File: config.mk
export PLATFORM = sky130hd
export DESIGN_NAME = pcc_port3_cmp
export DESIGN_NICKNAME = d
export VERILOG_FILES = /design/src/pcc_port3_cmp.v
export VERILOG_INCLUDE_DIRS = /design/src
export SDC_FILE = /design/constraint.sdc
export NUM_CORES = 1
export LEC_CHECK = 0
export ABC_AREA = 1
export ABC_CLOCK_PERIOD_IN_PS = 1000
export BUFFER_PORTS_ARGS = -buffer_cell sky130_fd_sc_hd__clkbuf_2
export CAP_MARGIN = 20
export CORE_MARGIN = 8
export CORE_UTILIZATION = 43
export DETAILED_ROUTE_END_ITERATION = 16
export PLACE_DENSITY = 0.71
export SETUP_SLACK_MARGIN = 0.15
export SYNTH_ARGS = -nofsm -noshare
export SYNTH_HDL_FRONTEND = slang
export SYNTH_SLANG_ARGS = --single-unit
export TNS_END_PERCENT = 5
File: constraint.sdc
create_clock -name clk_sys -period 1 [get_ports clk_sys]
set_input_delay 0.05 -clock clk_sys [delete_from_list [all_inputs] [get_ports clk_sys]]
set_output_delay 0.05 -clock clk_sys [all_outputs]
set_load 0.005 [all_outputs]
File: src/pcc_consts.vh
`ifndef PCC_CONSTS_VH
`define PCC_CONSTS_VH
// Register addresses
`define PCC_ADDR_PORT_CONFIG 8'h00
`define PCC_ADDR_PORT_THREE_MODE 8'hf7
`define PCC_BANK_F 4'hf
// Port configuration fields
`define PCC_PCFG_CMP_OUT 0
`define PCC_PCFG_P1_PUSHPULL 1
`define PCC_PCFG_P0_PUSHPULL 2
`define PCC_PCFG_P0_STD 3
`define PCC_PCFG_P1_STD 4
`define PCC_PCFG_P2_STD 5
`define PCC_PCFG_P3_STD 6
`define PCC_PCFG_OSC_STD 7
`define PCC_PCFG_RESET 8'hfe
// Port three mode fields
`define PCC_P3M_P2_PUSHPULL 0
`define PCC_P3M_ANALOG 1
`define PCC_P3M_RESET 8'h00
// Interrupt edge select bits
`define PCC_IRQ_EDGE_LO 6
`define PCC_IRQ_EDGE_HI 7
`endif

File: src/pcc_port3_cmp.v
// What this block does
// Mode bit D1 picks digital (0) or analog (1) for three comparator lines
// Comparator output high when positive input exceeds shared reference
// In analog mode, data read gives comparator one in D1, two in D2
// Config bit D0 set routes comparator results onto port three outputs
// Stored output bits stay intact while routed and return afterwards
// Reference line raises no interrupt in analog mode, only in digital
// In analog mode comparator lines interrupt on edges chosen by bits 6, 7
// D7:D6=00 comparator two interrupts on low; 10 both lines interrupt
// Comparators and their interrupts keep working in halt mode
// Comparators off in stop; stop recovery sensing only in digital mode; the code still senses P30 in analog mode
// Analog mode selection survives a stop-recovery reset
// First line stays timer input; in analog mode it follows comparator one
// Mode bit D0 makes port two open-drain at 0, push-pull at 1
// Config bit D1 makes port one open-drain at 0, push-pull at 1, default 1
// Config bit D2 makes port zero open-drain at 0, push-pull at 1, default 1
// Config bits D3..D6 set low-EMI per port zero..three at 0, default 1
// Config bit D7 low-noise oscillator at 0, standard at 1, default 1
// Config register write-only at bank F 00h; mode register write-only at F7h
// Lines P30..P32 feed interrupt requests in both modes; P33 in digital mode only
// Comparator results pass a two-stage synchroniser before use
`timescale 1ns/1ps
`include "pcc_consts.vh"
module pcc_port3_cmp (
   // Clock and reset
   input wire clk_sys,
   input wire resetn,
   input wire clk_en,
   // Register file write port
   input wire reg_wr,
   input wire [7:0] reg_addr,
   input wire [3:0] reg_bank,
   input wire [7:0] reg_wdata,
   // Interrupt edge select from the interrupt request register
   input wire [7:0] irq_reg,
   // Power states
   input wire halt_mode,
   input wire stop_mode,
   input wire stop_recovery_reset,
   // Port three pins, inputs are digital levels
   input wire [3:0] p3_in,
   // Raw analog comparator decisions
   input wire cmp_one_raw,
   input wire cmp_two_raw,
   // Stored port three output register
   input wire [7:4] p3_out_reg,
   // Port three read data and pin drive
   output reg [3:0] p3_read,
   output reg [7:4] p3_pin_out,
   // Interrupt requests for P30..P33 lines
   output reg [3:0] irq_req,
   output reg timer_in,
   output reg [3:0] stop_recovery_sense,
   // Port configuration outputs
   output reg p0_push_pull,
   output reg p1_push_pull,
   output reg p2_push_pull,
   output reg [3:0] port_std_drive,
   output reg osc_std_drive,
   output reg cmp_enable,
   output reg analog_mode
);

////////////////////////////////////////////////////////////////////////////////
reg [7:0] port_config_reg;
reg [7:0] port_three_mode_reg;
reg cmp_one_meta, cmp_one_result;
reg cmp_two_meta, cmp_two_result;
reg cmp_one_prev, cmp_two_prev;
reg [3:0] din_prev;
wire wr_mode;
wire wr_cfg;
wire analog;

assign wr_mode = reg_wr && reg_addr == `PCC_ADDR_PORT_THREE_MODE;
assign wr_cfg = reg_wr && reg_addr == `PCC_ADDR_PORT_CONFIG && reg_bank == `PCC_BANK_F;
assign analog = port_three_mode_reg[`PCC_P3M_ANALOG];

// Edge decode shared by both comparator lines
function edge_hit;
   input [1:0] sel;
   input prev;
   input cur;
   begin
      case (sel)
         2'b00: edge_hit = prev & ~cur;
         2'b01: edge_hit = ~prev & cur;
         2'b10: edge_hit = prev ^ cur;
         default: edge_hit = 1'b0;
      endcase
   end
endfunction

////////////////////////////////////////////////////////////////////////////////
// Registers; a stop-recovery reset deliberately leaves the mode register alone
always @(posedge clk_sys) begin
   if (!resetn) begin
      port_config_reg <= `PCC_PCFG_RESET;
      port_three_mode_reg <= `PCC_P3M_RESET;
   end else if (clk_en) begin
      if (stop_recovery_reset) begin
         port_config_reg <= port_config_reg;
      end else begin
         if (wr_cfg) begin
            port_config_reg <= reg_wdata;
         end
         if (wr_mode) begin
            port_three_mode_reg <= reg_wdata;
         end
      end
   end
end

////////////////////////////////////////////////////////////////////////////////
// Synchroniser; first stage is read only by the second
always @(posedge clk_sys) begin
   if (!resetn) begin
      cmp_one_meta <= 1'b0;
      cmp_one_result <= 1'b0;
      cmp_two_meta <= 1'b0;
      cmp_two_result <= 1'b0;
      cmp_one_prev <= 1'b0;
      cmp_two_prev <= 1'b0;
      din_prev <= 4'h0;
   end else if (clk_en) begin
      cmp_one_meta <= cmp_one_raw;
      cmp_one_result <= cmp_one_meta;
      cmp_two_meta <= cmp_two_raw;
      cmp_two_result <= cmp_two_meta;
      cmp_one_prev <= cmp_one_result;
      cmp_two_prev <= cmp_two_result;
      din_prev <= p3_in;
   end
end

////////////////////////////////////////////////////////////////////////////////
// Next values for the port three side
reg [3:0] next_p3_read;
reg next_timer_in;
reg [7:4] next_p3_pin_out;
reg [3:0] next_irq_req;
reg [3:0] next_stop_recovery_sense;
wire [1:0] edge_sel;
wire cmp_live;

assign edge_sel = irq_reg[`PCC_IRQ_EDGE_HI:`PCC_IRQ_EDGE_LO];
// Comparators are powered down in stop, so their lines stay quiet there
assign cmp_live = analog && !stop_mode;

// Falling edge of a digital input line
function fell_edge;
   input prev;
   input cur;
   begin
      fell_edge = prev & ~cur;
   end
endfunction

// Read path
always @* begin
   if (analog) begin
      next_p3_read = {p3_in[3], cmp_two_result, cmp_one_result, p3_in[0]};
   end else begin
      next_p3_read = p3_in;
   end
end

// Timer input; in analog mode it sees the reference comparison, not the raw level
always @* begin
   if (analog) begin
      next_timer_in = cmp_one_result;
   end else begin
      next_timer_in = p3_in[1];
   end
end

// Pin drive; the stored bits live outside and are never overwritten here
always @* begin
   if (port_config_reg[`PCC_PCFG_CMP_OUT]) begin
      next_p3_pin_out = {cmp_two_result, p3_out_reg[6], cmp_two_result, cmp_one_result};
   end else begin
      next_p3_pin_out = p3_out_reg;
   end
end

// Interrupt requests, one per input line
always @* begin
   next_irq_req[0] = fell_edge(din_prev[0], p3_in[0]);
   if (analog) begin
      next_irq_req[3] = 1'b0;
      next_irq_req[1] = cmp_live && edge_sel == 2'b10 && edge_hit(2'b10, cmp_one_prev, cmp_one_result);
      next_irq_req[2] = cmp_live && edge_hit(edge_sel, cmp_two_prev, cmp_two_result);
   end else begin
      next_irq_req[3] = fell_edge(din_prev[3], p3_in[3]);
      next_irq_req[2] = fell_edge(din_prev[2], p3_in[2]);
      next_irq_req[1] = fell_edge(din_prev[1], p3_in[1]);
   end
end

// Only P30 stays digital in analog mode, so it alone can end a stop
always @* begin
   if (analog) begin
      next_stop_recovery_sense = {3'b000, p3_in[0]};
   end else begin
      next_stop_recovery_sense = p3_in;
   end
end

////////////////////////////////////////////////////////////////////////////////
// Port three outputs from flip-flops
always @(posedge clk_sys) begin
   if (!resetn) begin
      p3_read <= 4'h0;
   end else if (clk_en) begin
      p3_read <= next_p3_read;
   end
end

always @(posedge clk_sys) begin
   if (!resetn) begin
      timer_in <= 1'b0;
   end else if (clk_en) begin
      timer_in <= next_timer_in;
   end
end

always @(posedge clk_sys) begin
   if (!resetn) begin
      p3_pin_out <= 4'h0;
   end else if (clk_en) begin
      p3_pin_out <= next_p3_pin_out;
   end
end

always @(posedge clk_sys) begin
   if (!resetn) begin
      irq_req <= 4'h0;
   end else if (clk_en) begin
      irq_req <= next_irq_req;
   end
end

always @(posedge clk_sys) begin
   if (!resetn) begin
      stop_recovery_sense <= 4'h0;
   end else if (clk_en) begin
      stop_recovery_sense <= next_stop_recovery_sense;
   end
end

////////////////////////////////////////////////////////////////////////////////
// Decoded configuration; each output lags its register by one edge
always @(posedge clk_sys) begin
   if (!resetn) begin
      analog_mode <= 1'b0;
   end else if (clk_en) begin
      analog_mode <= analog;
   end
end

always @(posedge clk_sys) begin
   if (!resetn) begin
      cmp_enable <= 1'b0;
   end else if (clk_en) begin
      cmp_enable <= cmp_live;
   end
end

always @(posedge clk_sys) begin
   if (!resetn) begin
      p2_push_pull <= 1'b0;
   end else if (clk_en) begin
      p2_push_pull <= port_three_mode_reg[`PCC_P3M_P2_PUSHPULL];
   end
end

always @(posedge clk_sys) begin
   if (!resetn) begin
      p1_push_pull <= 1'b1;
   end else if (clk_en) begin
      p1_push_pull <= port_config_reg[`PCC_PCFG_P1_PUSHPULL];
   end
end

always @(posedge clk_sys) begin
   if (!resetn) begin
      p0_push_pull <= 1'b1;
   end else if (clk_en) begin
      p0_push_pull <= port_config_reg[`PCC_PCFG_P0_PUSHPULL];
   end
end

always @(posedge clk_sys) begin
   if (!resetn) begin
      port_std_drive <= 4'hf;
   end else if (clk_en) begin
      port_std_drive <= port_config_reg[`PCC_PCFG_P3_STD:`PCC_PCFG_P0_STD];
   end
end

always @(posedge clk_sys) begin
   if (!resetn) begin
      osc_std_drive <= 1'b1;
   end else if (clk_en) begin
      osc_std_drive <= port_config_reg[`PCC_PCFG_OSC_STD];
   end
end

endmodule // pcc_port3_cmp

* After elaboration in Yosys (flattened, before gate mapping)
Cells that the tools add are included.
** Storage, ports and cells
- Input bits :: 45
- Output and inout port bits :: 27
- Register bits after elaboration :: 47
- Word-level logic and storage cells :: 60
** Operators by class
- Muxes and demuxes :: 8
- Eq/ne operators :: 4
- Bitwise operators :: 15
- Reduce and logical (&&, ||, !) cells :: 12
** Operators with widths (count)
- $eq 8x8->1 const B :: 1
- $logic_not 8->1 :: 1
- $mux 4 :: 2
- $logic_and 1x1->1 :: 7
- $not 1->1 :: 7
- $and 1x1->1 :: 6
- $mux 3 :: 2
- $reduce_and 3->1 :: 2
- $eq 4x4->1 const B :: 1
- $mux 1 :: 3
- $pmux 1 s3 :: 1
- $eq 2x1->1 const B :: 1
- $eq 2x2->1 const B :: 1
- $logic_not 2->1 :: 1
- $xor 1x1->1 :: 2
- $logic_not 1->1 :: 1

* Longest topological paths before layout
Gate-level depths: netlist of run 1.
- Depth after elaboration :: 6
- Mapped depth :: 7
- Mapped depth without buffers :: 7

* Worst setup path before layout of run 1
No wires, ideal clock.
- Path kind :: register to register
- From :: register cmp_two_result
- To :: register irq_req[2]
- Cell stages (with the launch flop) :: 8
- Setup slack :: -0.042 ns
- Period minus slack after synthesis :: 1.042 ns
- Setup time :: 0.070 ns
- Path buffers :: 0
- Data required time :: 0.930 ns
- Arrival :: 0.972 ns
- Cells stage by stage :: dfxtp_1 inv_1 ha_1 inv_1 nand2_1 nand3_1 nand2_1 a21oi_1
** On the way
- Longest elaborated chain between the ends :: 6
- Elaborated cells between the ends (all ways) :: 8
- Classes of those cells :: 3 x mux; 4 x bitwise; 1 x reduce/logical
** RTL lines
- start, declared :: line pcc_port3_cmp.v:68 : reg cmp_two_meta, cmp_two_result;
- start signal, assigned :: line pcc_port3_cmp.v:129 : cmp_two_result <= cmp_two_meta;
- $not 1->1 :: line pcc_port3_cmp.v:86 : 2'b00: edge_hit = prev & ~cur;
- $and 1x1->1 :: line pcc_port3_cmp.v:86
- $pmux 1 s3 (*) :: line pcc_port3_cmp.v:85 : case (sel)
- $mux 1 (*) :: line pcc_port3_cmp.v:189 : if (analog) begin
- $logic_and 1x1->1 (*) :: line pcc_port3_cmp.v:192 : next_irq_req[2] = cmp_live && edge_hit(edge_sel, cmp_two_prev, cmp_two_result);
- $mux 3 (*) :: line pcc_port3_cmp.v:189
- end signal, assigned :: line pcc_port3_cmp.v:239 : irq_req <= next_irq_req;
- end, declared :: line pcc_port3_cmp.v:51 : output reg [3:0] irq_req,
Mark *: on every way between the ends. The rest lies on a longest branch, timed or not. The select of a mux whose other input is x is not followed.
A chain may end at the register's enable or synchronous reset.

* Worst setup path after layout of run 1
Same ends and word-level chain as after synthesis.

==> results of run 1 <==
==> cell usage after synthesis <==
library cell  count
nand3_1          27
buf_4             4
or2_1             1
o211ai_1          3
clkbuf_1          6
a22oi_1           1
dfxtp_1          43
nand2_1          56
o21ai_0           6
nand2_2           1
nor2_1           25
inv_1            20
nand3b_1          3
nor3_1            1
buf_2             4
inv_2             2
a21oi_1          22
o21ai_1          10
nor2_4            1
xor2_1            1
ha_1              2
nor2_2            2
==> stage by stage <==
step	power (mW)	setup WS [ns]	area (sq um)	hold WS, ns
after global routing	3.51	-0.0574	2430	0.00993
after CTS	3.36	-0.0348	2400	0.0159
after global placement	2.26	0.00681	2200	0.277
after detailed placement	2.27	-0.0214	2200	0.288
final	3.32	-0.0136	2430	0.0226
after floorplan	2.07	0.0209	1790	0.185
==> worst max-delay path: cells and delay by family, from the launching register on <==
family	cells	cell delay [ns]
adders and majority gates	1	0.25
buffers and inverters	2	0.08
DFF	1	0.35
and+or+nand+nor	3	0.16
AOI/OAI and AO/OA	1	0.05
==> worst min-delay path by stage <==
| stage | endpoint | slack [ns] | startpoint |
|---|---|---|---|
| after floorplan | p3_pin_out[6]$_SDFFE_PN0P_ | 0.18 | p3_out_reg[6] |
| after global placement | p3_pin_out[6]$_SDFFE_PN0P_ | 0.28 | p3_out_reg[6] |
| after detailed placement | p3_pin_out[6]$_SDFFE_PN0P_ | 0.29 | p3_out_reg[6] |
| after CTS | port_config_reg[7]$_SDFFE_PN1P_ | 0.02 | reg_wdata[7] |
| after global routing | din_prev[3]$_SDFFE_PN0P_ | 0.01 | p3_in[3] |
| final | port_config_reg[7]$_SDFFE_PN1P_ | 0.02 | reg_wdata[7] |
==> timing repair <==
action / in CTS / in global routing
hold buffers: 8 / 0
resized for setup: 11 / 16
endpoints found under the hold margin: 8 / 0
buffers inserted: 1 / 0
endpoints found under the setup margin: 10 / 19
pin swaps: 8 / 6
==> area by class of cell <==
class / instances / area, sq um
clock buffers: 6 / 72.6
clock inverters: 2 / 12.5
fillers: 381 / 1540
inverters: 22 / 85.1
multi-input cells: 162 / 803
flip-flops and latches: 43 / 875
well taps: 50 / 62.6
repair buffers: 85 / 520
==> where the power goes <==
group | total, mW | leakage (nW) | switching [mW] | internal (mW)
combinational | 0.448 | 0.817 | 0.225 | 0.223
sequential | 1.83 | 0.356 | 0.0412 | 1.79
clock | 1.05 | 0.0412 | 0.560 | 0.488
total | 3.32 | 1.21 | 0.826 | 2.50
==> kinds of logic (layout without fill, tap and decap cells) <==
kind of cell	after synthesis	in the layout	share of synthesized area (%)
adder cells (fa/ha/maj)	2	2	1.41
buffers and inverters	36	115	8.75
AO/OA/AOI/OAI	42	42	12.4
flip-flops	43	43	48.6
XOR/XNOR	1	1	0.494
AND/OR/NAND/NOR	117	117	28.4
==> per-layer routing <==
metal  vias to the layer above  wire length, microns  global-route usage (%)  part of all wire (%)
met5                         -                     0                       0                     0
met4                         0                    18                    3.27                  0.42
met3                         2                   342                    5.69                   8.0
met2                        50                  2060                    22.2                    48
met1                       758                  1880                    16.2                    44
li1                        932                     -                       -                     -
==> out/metrics.yaml, run 1 <==
critical_path_class: "reg -> reg"
synth_area_sq_um: 1770
tns_ns: -0.0136
path_cells: "inv_2 -> ha_4 -> inv_2 -> nand2_2 -> nand3_2 -> nand2_1 -> a21oi_1"
cp.arrival_ns: 1.18
post-route-min-period_ns: 1.01
largest_reg_flops: 8
cp-endpoint: "irq_req[2]$_SDFFE_PN0P_"
min_period_over_period_pct: 101
min-delay-path-class: "in -> reg"
syn_nets: 288
outcome: "finished with violations"
max_freq_ghz: 0.987
cp_common_cell: "inv_2"
slew_headroom_pct: 80.4
final_cells: 370
track_usage_pct: 13.6
yosysWarnings: 0
final_util_pct: 61.2
setup_violations: 1
clockBufferDepth: 2
hpwl_microns: 3260
vias: 1742
first_iter_violations: 90
clk_latency_ns: 0.29
dieHeight_microns: 80.2
firstDrtPassIters: 4
layout.nets: 366
via_per_inst: 4.71
crit_path_start: "cmp_two_result$_SDFFE_PN0P_"
h-tree-depth: 2
r2r_end: "irq_req[2]$_SDFFE_PN0P_"
ys_seq_area_share_pct: 48.6
drv_slew: 0
grt_pass1_vias: 1682
layout_commonest_cell: "clkbuf_2"
cts_tree: "yes"
drive_gt1_share_pct: 35.6
clk_pin_slew_ns: 0.08
final_cell_mix: "clkbuf_2 (63), nand2_1 (52), dfxtp_1 (34), nor2_1 (25), nand3_1 (25)"
dp_cells: 353
wl_per_cell_microns: 11.6
vdd_ir_drop_max_uv: 736
fin_ws_ns: -0.0136
row_count: 23
grt_max_degree: 31
dieArea_sq_um: 6430
syn_area_per_cell_sq_um: 7.36
ff2ff_setup_slack_ns: -0.01
synth_seq_cells: 43
numCtsBuffers: 5
cp_max_fo: 3
area_growth_pct: 37.1
r2r_cells: 7
wirelength_microns: 4300
ios: 72
skew_ns: 0.00415
powerDensity_nw_per_um2: 1370
cts.sinks: 43
yosysTopAreaCellShare_pct: 48.6
end_kind: "flop"
n_antenna_cell: 0
rsz0062_at_grt: "yes"
synthTopCellsByArea: "dfxtp_1 (49%), nand2_1 (12%), nand3_1 (7.6%), a21oi_1 (6.2%), nor2_1 (5.3%)"
netlist_instances: 241
drc: 0
r2r-start: "cmp_two_result$_SDFFE_PN0P_"
cts_root_buffer: "clkbuf_8"
cp_slowest_stage_delay_ns: 0.35
grt_overflow: 0
startpoint_type: "flop"
grt_pass1_wl_microns: 7170
p_leak_nw: 1.21
worstPathRequired_ns: 1.17
portBuffers: 64
die_x_microns: 80.2
initial_core_util_pct: 44.6
violations: "setup timing"
yosys.area.top_type: "dfxtp_1"
slowest_stage: "dfxtp_2"
gp_congestion: 0.763
hold_depth: 3
tightest_slew_ns: 0.293
antenna_found_initial: 0
maxCapViolCount: 0
ant_nets: 0
core-area_sq_um: 3970
hold_viol: 0
yosysUniqueCellTypes: 22
Power figures use the tool's default switching activity.
==> run 2, diff against run 1 <==
--- a/config.mk
+++ b/config.mk
@@ -10,10 +10,12 @@
 export ABC_CLOCK_PERIOD_IN_PS = 1000
 export BUFFER_PORTS_ARGS = -buffer_cell sky130_fd_sc_hd__clkbuf_2
 export CAP_MARGIN = 20
+export CELL_PAD_IN_SITES_DETAIL_PLACEMENT = 2
+export CELL_PAD_IN_SITES_GLOBAL_PLACEMENT = 2
 export CORE_MARGIN = 8
-export CORE_UTILIZATION = 43
+export CORE_UTILIZATION = 22
 export DETAILED_ROUTE_END_ITERATION = 16
-export PLACE_DENSITY = 0.71
+export PLACE_DENSITY = 0.69
 export SETUP_SLACK_MARGIN = 0.15
 export SYNTH_ARGS = -nofsm -noshare
 export SYNTH_HDL_FRONTEND = slang
==> out/metrics.yaml, run 2 (synthesis results as in run 1) <==
total_power_mw: 3.91  # was 3.32 mW
grt_overflow: 0  # unchanged
core-area_sq_um: 7770  # was 3970 sq um
hold_depth: 3  # unchanged
clk_pin_slew_ns: 0.08  # about the same
multi_input_area_sq_um: 808  # was 803 sq um
largest_reg_flops: 8  # unchanged
hpwl_microns: 4530  # was 3260 microns
area_growth_pct: 44.8  # was 37.1%
numCtsBuffers: 5  # unchanged
hold_viol: 0  # unchanged
cp_slowest_stage_delay_ns: 0.35  # about the same
critical_path_class: "reg -> reg"  # unchanged
wirelength_microns: 5900  # was 4300 microns
tightest_slew_ns: 0.292  # was 0.293 ns
clk_latency_ns: 0.29  # about the same
grt_max_degree: 31  # unchanged
cp.arrival_ns: 1.20  # was 1.18 ns
gp_congestion: 0.717  # was 0.763
die_x_microns: 106  # was 80.2 microns
cp_max_fo: 3  # unchanged
fill_cells: 949  # was 381
drv_slew: 0  # unchanged
cts_root_buffer: "clkbuf_8"  # unchanged
track_usage_pct: 11.0  # was 13.6%
cts.sinks: 43  # unchanged
path_cells: "inv_2 -> ha_4 -> inv_2 -> nand2_1 -> nand3_1 -> nand2_1 -> a21oi_1"  # was inv_2 -> ha_4 -> inv_2 -> nand2_2 -> nand3_2 -> nand2_1 -> a21oi_1
skew_ns: 0.00367  # was 0.00415 ns
portBuffers: 64  # unchanged
n_antenna_cell: 0  # unchanged
drive_gt1_share_pct: 39.9  # was 35.6%
min_from: "reg_wdata[1]"  # was reg_wdata[7]
h-tree-depth: 2  # unchanged
outcome: "finished with violations"  # unchanged
firstDrtPassIters: 4  # unchanged
powerDensity_nw_per_um2: 1520  # was 1370 nW/um^2
end_kind: "flop"  # unchanged
layout_commonest_cell: "clkbuf_2"  # unchanged
antenna_found_initial: 0  # unchanged
worstPathRequired_ns: 1.18  # was 1.17 ns
min_period_over_period_pct: 102  # was 101%
dr.max_layer_used: "met4"  # unchanged
route.met3.wl_microns: 315  # was 342 microns
vias: 1849  # was 1742
post-route-min-period_ns: 1.02  # was 1.01 ns
violations: "setup timing"  # unchanged
setup_violations: 1  # unchanged
slew_headroom_pct: 80.5  # was 80.4%
final_util_pct: 33.1  # was 61.2%
hold-path-endpoint: "port_three_mode_reg[1]$_SDFFE_PN0P_"  # was port_config_reg[7]$_SDFFE_PN1P_
ff2ff_setup_slack_ns: -0.02  # was -0.01 ns
r2r_cells: 7  # unchanged
fin_ws_ns: -0.0245  # was -0.0136 ns
wirelength_met1_microns: 2600  # was 1880 microns
ff_latch_area_sq_um: 885  # was 875 sq um
wl_met2_microns: 2960  # was 2060 microns
dieHeight_microns: 106  # was 80.2 microns
first_iter_violations: 54  # was 90
startpoint_type: "flop"  # unchanged
p_leak_nw: 1.23  # was 1.21 nW
r2r_end: "irq_req[2]$_SDFFE_PN0P_"  # unchanged
initial_core_util_pct: 22.8  # was 44.6%
vdd_ir_drop_max_uv: 563  # was 736 uV
via_per_inst: 4.37  # was 4.71
dieArea_sq_um: 11200  # was 6430 sq um
clockBufferDepth: 2  # unchanged
rsz0062_at_grt: "yes"  # unchanged
min-delay-path-class: "in -> reg"  # unchanged
max_freq_ghz: 0.976  # was 0.987 GHz
final_cell_mix: "clkbuf_2 (62), nand2_1 (51), nand3_1 (27), dfxtp_1 (26), nor2_1 (23)"  # was clkbuf_2 (63), nand2_1 (52), dfxtp_1 (34), nor2_1 (25), nand3_1 (25)
grt_pass1_wl_microns: 10200  # was 7170 microns
wl_per_cell_microns: 13.9  # was 11.6 microns
cts_tree: "yes"  # unchanged
slowest_stage: "dfxtp_2"  # unchanged
grt_pass1_vias: 2127  # was 1682
r2r-start: "cmp_two_result$_SDFFE_PN0P_"  # unchanged
ant_nets: 0  # unchanged
maxCapViolCount: 0  # unchanged
layout.nets: 367  # was 366
ios: 72  # unchanged
row_count: 32  # was 23
drc: 0  # unchanged
-- run 2: worst max path at each step --
stage / start / endpoint / slack, ns
4_1_cts: cmp_two_result$_SDFFE_PN0P_ / irq_req[2]$_SDFFE_PN0P_ / -0.03
2_1_floorplan: cmp_two_result$_SDFFE_PN0P_ / irq_req[2]$_SDFFE_PN0P_ / 0.02
3_5_place_dp: clk_en / port_three_mode_reg[1]$_SDFFE_PN0P_ / -0.04
3_3_place_gp: clk_en / port_three_mode_reg[1]$_SDFFE_PN0P_ / -0.03
5_1_grt: port_three_mode_reg[1]$_SDFFE_PN0P_ / p3_read[1]$_SDFFE_PN0P_ / -0.08
6_report: cmp_two_result$_SDFFE_PN0P_ / irq_req[2]$_SDFFE_PN0P_ / -0.02
-- run 2: per-stage QoR --
step | cells | cell area, sq um | setup WS (ns) | hold slack [ns] | setup TNS, ns
2_1_floorplan | 241 | 1790 | 0.0209 | 0.185 | 0
3_3_place_gp | 408 | 2290 | -0.0312 | 0.282 | -0.0608
3_5_place_dp | 408 | 2290 | -0.0447 | 0.284 | -0.201
4_1_cts | 423 | 2520 | -0.0339 | 0.00256 | -0.0395
5_1_grt | 423 | 2570 | -0.0789 | 0.0173 | -0.289
6_report | 423 | 2570 | -0.0245 | 0.00254 | -0.0245
-- run 2: timing repair --
action	CTS	global route
setup endpoints to repair	16	34
pin swaps	8	7
hold buffers	6	0
resized for setup	14	24
hold endpoints to repair	6	0
setup buffers	1	0
-- run 2: critical path, delay by kind of cell, from the launching register on --
family	cells	cell delay, ns
AND/OR/NAND/NOR	3	0.17
flip-flops	1	0.35
buffers and inverters	2	0.09
AO/OA/AOI/OAI	1	0.05
adder cells (fa/ha/maj)	1	0.26
-- run 2: layout make-up --
cell class / count / share of cell area (%)
Clock buffer: 6 / 2.83
Clock inverter: 2 / 2.34
Inverter: 22 / 3.31
Multi-Input combinational cell: 162 / 31.5
Sequential cell: 43 / 34.5
Tap cell: 102 / 4.97
Timing Repair Buffer: 86 / 20.6
-- run 2: routing by layer --
layer | GRT usage, % | vias up
met5 | 0 | -
met4 | 2.11 | 0
met3 | 3.90 | 2
met2 | 19.0 | 44
met1 | 12.9 | 875
li1 | - | 928
-- run 2: power breakdown --
part           internal, mW  switching (mW)  total, mW
Clock                 0.999           0.606       1.60
Sequential             1.79          0.0436       1.83
Combinational         0.225           0.247      0.472
Total                  3.01           0.897       3.91
